## config.mk

```make
export PLATFORM = sky130hd
export DESIGN_NAME = ddc_top
export DESIGN_NICKNAME = d
export VERILOG_FILES = /design/src/rtl/ddc_pkg.sv /design/src/rtl/ddc_top.sv
export SDC_FILE = /design/constraint.sdc
export NUM_CORES = 1
export LEC_CHECK = 0
export BUFFER_PORTS_ARGS = -buffer_cell sky130_fd_sc_hd__buf_2
export CORE_ASPECT_RATIO = 1.25
export CORE_MARGIN = 3
export CORE_UTILIZATION = 61
export DETAILED_ROUTE_END_ITERATION = 10
export PLACE_DENSITY = 0.85
export SLEW_MARGIN = 20
export SYNTH_ARGS = -nofsm -noshare
export SYNTH_HDL_FRONTEND = slang
export SYNTH_SLANG_ARGS = --single-unit
```

## constraint.sdc

```tcl
create_clock -name REF_CLK_I -period 2.7 [get_ports REF_CLK_I]
set_input_delay 0.135 -clock REF_CLK_I [delete_from_list [all_inputs] [get_ports REF_CLK_I]]
set_output_delay 0.135 -clock REF_CLK_I [all_outputs]
set_load 0.05 [all_outputs]
```

## src/rtl/ddc_pkg.sv

```systemverilog
// Package for the two-channel converter control block: register map, reset values, field positions, timing.
// Assumes a single 40 MHz clock domain and a plain address/strobe register port.
`default_nettype none
package ddc_pkg;

  // Register indices; the printed map uses byte addresses that are not word aligned, so a small index is used.
  localparam logic [1:0] ADDR_CH0_CODE  = 2'h0;
  localparam logic [1:0] ADDR_CH1_CODE  = 2'h1;
  localparam logic [1:0] ADDR_CTRL      = 2'h2;
  localparam logic [1:0] ADDR_STBY_CTRL = 2'h3;

  // Reset values.
  localparam logic [7:0] RST_CODE      = 8'h00;
  localparam logic [7:0] RST_CTRL      = 8'h1F;
  localparam logic [7:0] RST_STBY_CTRL = 8'hFE;

  // Field positions.
  localparam int BIT_CH1_OE  = 7;
  localparam int BIT_CH0_OE  = 6;
  localparam int BIT_JOINT   = 5;
  localparam int BIT_KEEP    = 0;
  localparam logic [7:0] CTRL_RSVD_MASK = 8'h1F;
  localparam logic [7:0] STBY_RSVD_MASK = 8'hFE;

  // Settling time of a conversion: 10 us at 40 MHz, longest time rounded down.
  localparam int CLK_PERIOD_NS  = 25;
  localparam int SETTLE_TIME_NS = 10000;
  localparam int SETTLE_CYCLES  = SETTLE_TIME_NS / CLK_PERIOD_NS;
  localparam int SETTLE_W       = 9;

  // One register-port access.
  typedef struct packed {
    logic [1:0] addr;
    logic [7:0] wdata;
    logic       wr;
    logic       rd;
  } ddc_bus_s;

  // Per-channel converter state.
  typedef enum logic [1:0] {CH_IDLE, CH_SETTLE, CH_VALID} ddc_ch_e;

endpackage
`default_nettype wire

```

## src/rtl/ddc_top.sv

```systemverilog
// Control logic for a two-channel 8-bit converter: code, control and standby registers and per-channel sequencing.
// Assumes synchronous inputs on REF_CLK_I, an external analog core fed from CODE_CHn_O, and standby
// requests from the chip's power controller.
//
// Overview of operation
// - Each channel has an 8-bit readable and writable code register.
// - Code registers clear to zero at reset and on standby entry.
// - Control register resets to 0x1F at reset and standby entry.
// - Control bit 7 enables channel 1 conversion and output.
// - Control bit 6 enables channel 0 conversion and output.
// - Bit 5 clear: own enable only; set: both convert if either enabled.
// - Both output enables clear disables conversion in both channels.
// - Pin drive follows only the channel's own output enable.
// - Control bits 4 to 0 are read-only and read as ones.
// - Standby register resets to 0xFE, held through software standby.
// - Standby register bits 7 to 1 are read-only ones.
// - Standby bit 0 set keeps output active in software standby.
// - Enabled channel converts continuously; code change restarts conversion at once.
// - Output level is code over 256 times reference, held until change.
// - Clearing output enable releases the pin to input.
// - With standby output kept, registers retain their values through software standby.
// - Conversion runs without a software start trigger.
// - Result valid within 10 us of conversion start.
//
// A rising software standby request clears codes and control unless the keep bit is set.
// Hardware standby is a level and clears every register, the keep bit included, while it lasts.
// The settle counter stands in for the analog conversion time; any code change restarts it.
// A low clock enable freezes every register, so strobes seen while it is low are lost.
// Reserved control bits are not stored at all, which makes ignoring their writes automatic.
// Read data are registered and hold until the next read strobe, so a stale read stays visible.
// The analog pin itself lives outside; this block only says when it drives and what code it shows.
`default_nettype none
module ddc_top
  import ddc_pkg::*;
(
  input  wire logic       REF_CLK_I,
  input  wire logic       RSTN_I,
  input  wire logic       CLK_EN_I,
  input  wire logic [1:0] ADDR_I,
  input  wire logic [7:0] WDATA_I,
  input  wire logic       WR_I,
  input  wire logic       RD_I,
  input  wire logic       SW_STANDBY_I,
  input  wire logic       HW_STANDBY_I,
  output logic      [7:0] RDATA_O,
  output logic      [7:0] CODE_CH0_O,
  output logic      [7:0] CODE_CH1_O,
  output logic            CONV_CH0_O,
  output logic            CONV_CH1_O,
  output logic            OE_CH0_O,
  output logic            OE_CH1_O,
  output logic            VALID_CH0_O,
  output logic            VALID_CH1_O
);
  import ddc_pkg::*;

  // Bundle the port into the carrier struct.
  ddc_bus_s bus;
  assign bus = '{addr: ADDR_I, wdata: WDATA_I, wr: WR_I, rd: RD_I};

  logic [7:0] code0_q;
  logic [7:0] code0_d;
  logic [7:0] code1_q;
  logic [7:0] code1_d;
  logic [2:0] ctrl_q;                    // Only the writable bits 7..5 are stored.
  logic [2:0] ctrl_d;
  logic       keep_q;
  logic       keep_d;
  logic       sw_stby_q;
  logic [7:0] rdata_q;
  logic [7:0] rdata_d;

  // Address decode.
  wire wr_code0 = bus.wr && bus.addr == ADDR_CH0_CODE;
  wire wr_code1 = bus.wr && bus.addr == ADDR_CH1_CODE;
  wire wr_ctrl  = bus.wr && bus.addr == ADDR_CTRL;
  wire wr_stby  = bus.wr && bus.addr == ADDR_STBY_CTRL;

  // Standby entry clears codes and control unless the keep bit holds them; hardware standby always clears.
  wire sw_entry   = SW_STANDBY_I && !sw_stby_q;
  wire clr_regs   = HW_STANDBY_I || (sw_entry && !keep_q);

  // Architectural views of the control registers; reserved bits always read as ones.
  wire [7:0] ctrl_view = {ctrl_q, 5'h1F} | CTRL_RSVD_MASK;
  wire [7:0] stby_view = {7'h7F, keep_q} | STBY_RSVD_MASK;
  wire ch1_oe = ctrl_q[BIT_CH1_OE - 5];
  wire ch0_oe = ctrl_q[BIT_CH0_OE - 5];
  wire joint  = ctrl_q[BIT_JOINT - 5];

  // In software standby the outputs stay alive only if the keep bit is set.
  wire active = !HW_STANDBY_I && (!SW_STANDBY_I || keep_q);

  // Conversion enables; with no output enable set nothing converts, whatever the joint bit.
  wire any_oe = ch0_oe || ch1_oe;
  wire conv0  = active && (joint ? any_oe : ch0_oe);
  wire conv1  = active && (joint ? any_oe : ch1_oe);
  // Pin drive ignores the joint bit.
  wire drive0 = active && ch0_oe;
  wire drive1 = active && ch1_oe;

  // Next values of the software registers; reserved bits of a write are dropped.
  assign code0_d = clr_regs ? RST_CODE : (wr_code0 ? bus.wdata : code0_q);
  assign code1_d = clr_regs ? RST_CODE : (wr_code1 ? bus.wdata : code1_q);
  assign ctrl_d  = clr_regs ? RST_CTRL[7:5] : (wr_ctrl ? bus.wdata[7:5] : ctrl_q);
  assign keep_d  = HW_STANDBY_I ? RST_STBY_CTRL[BIT_KEEP]
                 : (wr_stby ? bus.wdata[BIT_KEEP] : keep_q);

  // Read mux; an unused address cannot occur with a two-bit index.
  always_comb begin
    unique case (bus.addr)
      ADDR_CH0_CODE: rdata_d = code0_q;
      ADDR_CH1_CODE: rdata_d = code1_q;
      ADDR_CTRL:     rdata_d = ctrl_view;
      ADDR_STBY_CTRL: rdata_d = stby_view;
    endcase
  end

  // Register file and read data; read data only changes on a read strobe.
  always_ff @(posedge REF_CLK_I) begin
    if (!RSTN_I) begin
      code0_q   <= RST_CODE;
      code1_q   <= RST_CODE;
      ctrl_q    <= RST_CTRL[7:5];
      keep_q    <= RST_STBY_CTRL[BIT_KEEP];
      sw_stby_q <= 1'b0;
      rdata_q   <= 8'h00;
    end else if (CLK_EN_I) begin
      code0_q   <= code0_d;
      code1_q   <= code1_d;
      ctrl_q    <= ctrl_d;
      keep_q    <= keep_d;
      sw_stby_q <= SW_STANDBY_I;
      if (bus.rd) begin
        rdata_q <= rdata_d;
      end
    end
  end

  // Per-channel settle sequencer, shared by both channels through a function.
  function automatic ddc_ch_e ch_next(input ddc_ch_e st, input logic en, input logic chg,
                                      input logic [SETTLE_W-1:0] cnt);
    ch_next = st;
    unique case (st)
      CH_IDLE: begin
        if (en) begin
          ch_next = CH_SETTLE;
        end
      end
      CH_SETTLE: begin
        if (!en) begin
          ch_next = CH_IDLE;
        end else if (!chg && cnt == SETTLE_W'(SETTLE_CYCLES - 1)) begin
          ch_next = CH_VALID;
        end
      end
      CH_VALID: begin
        if (!en) begin
          ch_next = CH_IDLE;
        end else if (chg) begin
          ch_next = CH_SETTLE;
        end
      end
      // The fourth code of the two-bit state is illegal; fall back to idle.
      default: begin
        ch_next = CH_IDLE;
      end
    endcase
  endfunction

  ddc_ch_e st0_q, st0_d, st1_q, st1_d;
  logic [SETTLE_W-1:0] cnt0_q, cnt0_d, cnt1_q, cnt1_d;

  // A code change restarts the settle count at once.
  wire chg0 = code0_d != code0_q;
  wire chg1 = code1_d != code1_q;
  assign st0_d  = ch_next(st0_q, conv0, chg0, cnt0_q);
  assign st1_d  = ch_next(st1_q, conv1, chg1, cnt1_q);
  // The count stays below the settle limit so valid comes within the bound.
  assign cnt0_d = (st0_d == CH_SETTLE && st0_q == CH_SETTLE && !chg0) ? cnt0_q + 1'b1 : '0;
  assign cnt1_d = (st1_d == CH_SETTLE && st1_q == CH_SETTLE && !chg1) ? cnt1_q + 1'b1 : '0;

  // Sequencer state and output registers; the analog core converts whatever code it sees.
  always_ff @(posedge REF_CLK_I) begin
    if (!RSTN_I) begin
      st0_q       <= CH_IDLE;
      st1_q       <= CH_IDLE;
      cnt0_q      <= '0;
      cnt1_q      <= '0;
      CODE_CH0_O  <= 8'h00;
      CODE_CH1_O  <= 8'h00;
      CONV_CH0_O  <= 1'b0;
      CONV_CH1_O  <= 1'b0;
      OE_CH0_O    <= 1'b0;
      OE_CH1_O    <= 1'b0;
      VALID_CH0_O <= 1'b0;
      VALID_CH1_O <= 1'b0;
    end else if (CLK_EN_I) begin
      st0_q       <= st0_d;
      st1_q       <= st1_d;
      cnt0_q      <= cnt0_d;
      cnt1_q      <= cnt1_d;
      CODE_CH0_O  <= code0_d;
      CODE_CH1_O  <= code1_d;
      CONV_CH0_O  <= conv0;
      CONV_CH1_O  <= conv1;
      OE_CH0_O    <= drive0;
      OE_CH1_O    <= drive1;
      VALID_CH0_O <= st0_d == CH_VALID && drive0;
      VALID_CH1_O <= st1_d == CH_VALID && drive1;
    end
  end

  assign RDATA_O = rdata_q;
endmodule
`default_nettype wire

```

==> qor.txt <==
Status -> completed
Count of final setup violators -> 0
Fin area -> 3620 µm²
Worst-path clk slew -> 0.07 ns
Final Skew -> 0.00911 ns
Synth warn -> 0
Initial Util -> 64.6%
Synth async-reset ratio -> 0%
Critical Path Most Common Cell -> buf_4
Clk_lat worst skew -> 0.34 ns
Setup TNS -> 0 ns
Netlist cell types -> 67
Initial antenna violation count -> 0
Area after DPL -> 3410 µm²
Antenna diodes -> 0
CTS resizes -> 0
Critical path type -> reg -> reg
Nets@finish -> 449
Slew @ Worst Pin -> 0.853 ns
DRC Markers -> 0
EDFF count, synth -> 0
Mapped Area -> 3150 µm²
Worst rel slew slack -> 42.7%
Clock Root Buffer -> clkbuf_8
VDD IR max -> 0.000503 V
Share of layout cells above drive strength 1 -> 21.4%
Largest net degree at the start of global routing -> 47
Startpoint types -> flop
Hold_buf cts -> 0
Worst Setup End Kind -> flop
Final cycle utilization of the critical path -> 80.9%
Die Span X -> 70.2 µm
Number of buffers added on ports -> 46
Crit-path leading delay family -> simple AND/OR/NAND/NOR gates
Post-DP HPWL -> 5740 µm
Pre-antenna DRT Iters -> 5
Die area -> 6060 µm²
Post-Syn Nets -> 406
Post-synth top flop -> dfxtp_1
CTS tree -> yes
Arr. time, crit path -> 2.44 ns
Tmin final -> 2.18 ns
Clock H-tree levels -> 3
Fin Hold WS -> 0.0664 ns
Power per cell area -> 530 nW/µm²
Worst Hold Class -> in -> reg
Fmax -> 458 MHz
Filler cells -> 363
Sequential element share of the synthesized area -> 36.3%
Drt wl/cell -> 17.1 µm
Area growth from synthesis to layout -> 15.1%
First-pass GRT wire length -> 13800 µm
Via density -> 6.44
CP Data Required Time -> 2.96 ns
Final hold vios -> 0
Slowest-stage cell, CP -> and4b_1
Leakage power -> 1.36 nW
Initial DRC count -> 355
Max cap viols -> 0
Unrepaired setup endpoints after global routing -> no
Final slew viol count -> 0
Tot Pwr -> 0.00192 W
Num ports -> 47
Routability Congestion -> 0.869
Final wirelength -> 8450 µm
Clock Sinks -> 57
Cell Chain, Critical Path -> nor3b_2, buf_4, or2_1, buf_4, o21ai_0, and4b_1, nand2_2, a211oi_2
GRT Resource Usage Total -> 28.7%
Die height -> 86.3 µm
CORE AREA -> 4870 µm²
Synth Area per Inst -> 8.13 µm²
Overflow after GRT -> 0
Row count -> 28
Vias post-DR -> 3188
Slowest stage delay, CP -> 0.46 ns
Clock Path Buffers -> 2
CTS Buf Count -> 9
Crit Path Max Fanout -> 14
Flip-flop and latch area -> 1140 µm²
Critical path buffers and inverters -> 2
Yosys reg bits -> 57
Vias in the first global route -> 2848
Setup bufs post-CTS -> 0
Multi-input gate area -> 1860 µm²
Post-Synthesis Cells -> 387
Post-route ant nets -> 0
## final timing paths
path              cells after the start          from    endpoint  slack, ns
setup reg to reg                      8        keep_q   cnt0_q[7]       0.52
hold reg to reg                       2    RDATA_O[5]  RDATA_O[5]       0.45
setup / recovery                      8        keep_q   cnt0_q[7]       0.52
hold / removal                        3  SW_STANDBY_I   sw_stby_q       0.07
## final cells by class
type	count	area share [%]
Multi-Input combinational cell	294	51.5
Sequential cell	57	31.5
Timing Repair Buffer	51	7.39
Clock buffer	10	3.52
Clock inverter	6	2.28
Tap cell	60	2.07
Inverter	17	1.76
## sequential cells by signal, indices dropped and copies added, names as in the netlist
signal,flops
OE_CH0_O,1
CONV_CH0_O,1
RDATA_O,8
st0_q,2
keep_q,1
OE_CH1_O,1
sw_stby_q,1
cnt0_q,9
VALID_CH0_O,1
ctrl_q,3
cnt1_q,9
st1_q,2
CODE_CH1_O,8
CODE_CH0_O,8
CONV_CH1_O,1
VALID_CH1_O,1
## through the flow
step	utilization [%]	instances	setup WS, ns
final	74.4	495	0.515
after global routing	74.4	495	0.366
after CTS	74.4	495	0.532
after detailed placement	70.0	479	0.574
after global placement	70.0	479	0.645
after floorplan	-	387	0.588
## cell usage after synthesis (all sizes together), types with 3 or more instances
| cell type | number | share of area, % |
|---|---|---|
| o31ai | 4 | 1.7 |
| nand3 | 28 | 4.6 |
| a21oi | 32 | 5.2 |
| nand2 | 42 | 5.1 |
| nor2b | 10 | 2.1 |
| xnor2 | 6 | 1.7 |
| a211oi | 6 | 2.1 |
| a31oi | 5 | 0.99 |
| inv | 17 | 2.0 |
| o22ai | 5 | 0.99 |
| nor2 | 38 | 4.5 |
| a22oi | 15 | 3.6 |
| clkbuf | 13 | 1.6 |
| mux2i | 7 | 2.2 |
| or3 | 3 | 0.76 |
| nand4 | 8 | 1.8 |
| o211ai | 4 | 0.95 |
| nor3 | 13 | 2.2 |
| dfxtp | 57 | 36 |
| o221ai | 5 | 1.4 |
| nor3b | 4 | 1.6 |
| buf | 6 | 0.91 |
| nand2b | 4 | 0.80 |
| mux2 | 4 | 1.4 |
| o21ai | 16 | 2.9 |
## layout by cell type (no fill, tap or decap), types with 4 or more instances in the layout
cell type / n
a211oi_2: 4
a21oi_1: 31
a22oi_1: 15
a31oi_1: 5
buf_2: 46
buf_4: 5
clkbuf_8: 9
dfxtp_1: 57
inv_1: 16
mux2_2: 4
mux2i_1: 7
nand2_1: 41
nand2b_1: 4
nand3_1: 27
nand4_1: 7
nor2_1: 38
nor2b_1: 9
nor3_1: 12
o211ai_1: 4
o21ai_0: 13
o221ai_1: 5
o22ai_1: 5
xnor2_1: 6
## cell families (layout without fill, tap and decap cells)
logic type | Yosys count | count (layout) | synth area share (%)
flops | 57 | 57 | 36.3
mux | 11 | 11 | 3.66
xor+xnor | 8 | 8 | 2.23
simple gates | 168 | 168 | 28.6
compound gates | 105 | 105 | 24.0
buf+inv | 36 | 84 | 4.49
fa+ha+maj | 2 | 2 | 0.795
## worst reg2reg max path: cells and delay by family (launching register included)
family | cells | cell delay, ns
compound gates | 2 | 0.39
buf+inv | 2 | 0.36
flops | 1 | 0.38
simple gates | 4 | 0.98
## report_power, final
| part | total, W | internal, W | switching, W |
|---|---|---|---|
| clock | 0.000859 | 0.000514 | 0.000345 |
| sequential | 0.000857 | 0.000850 | 0.00000684 |
| combinational | 0.000202 | 0.0000538 | 0.000148 |
## metal layers
metal | global-route usage (%) | wire length (µm) | share of wire (%)
met1 | 35.3 | 3410 | 40
met2 | 47.8 | 4220 | 50
met3 | 6.50 | 558 | 6.6
met4 | 12.9 | 258 | 3.1
met5 | 0 | 0 | 0
Power figures use the tool's default switching activity.
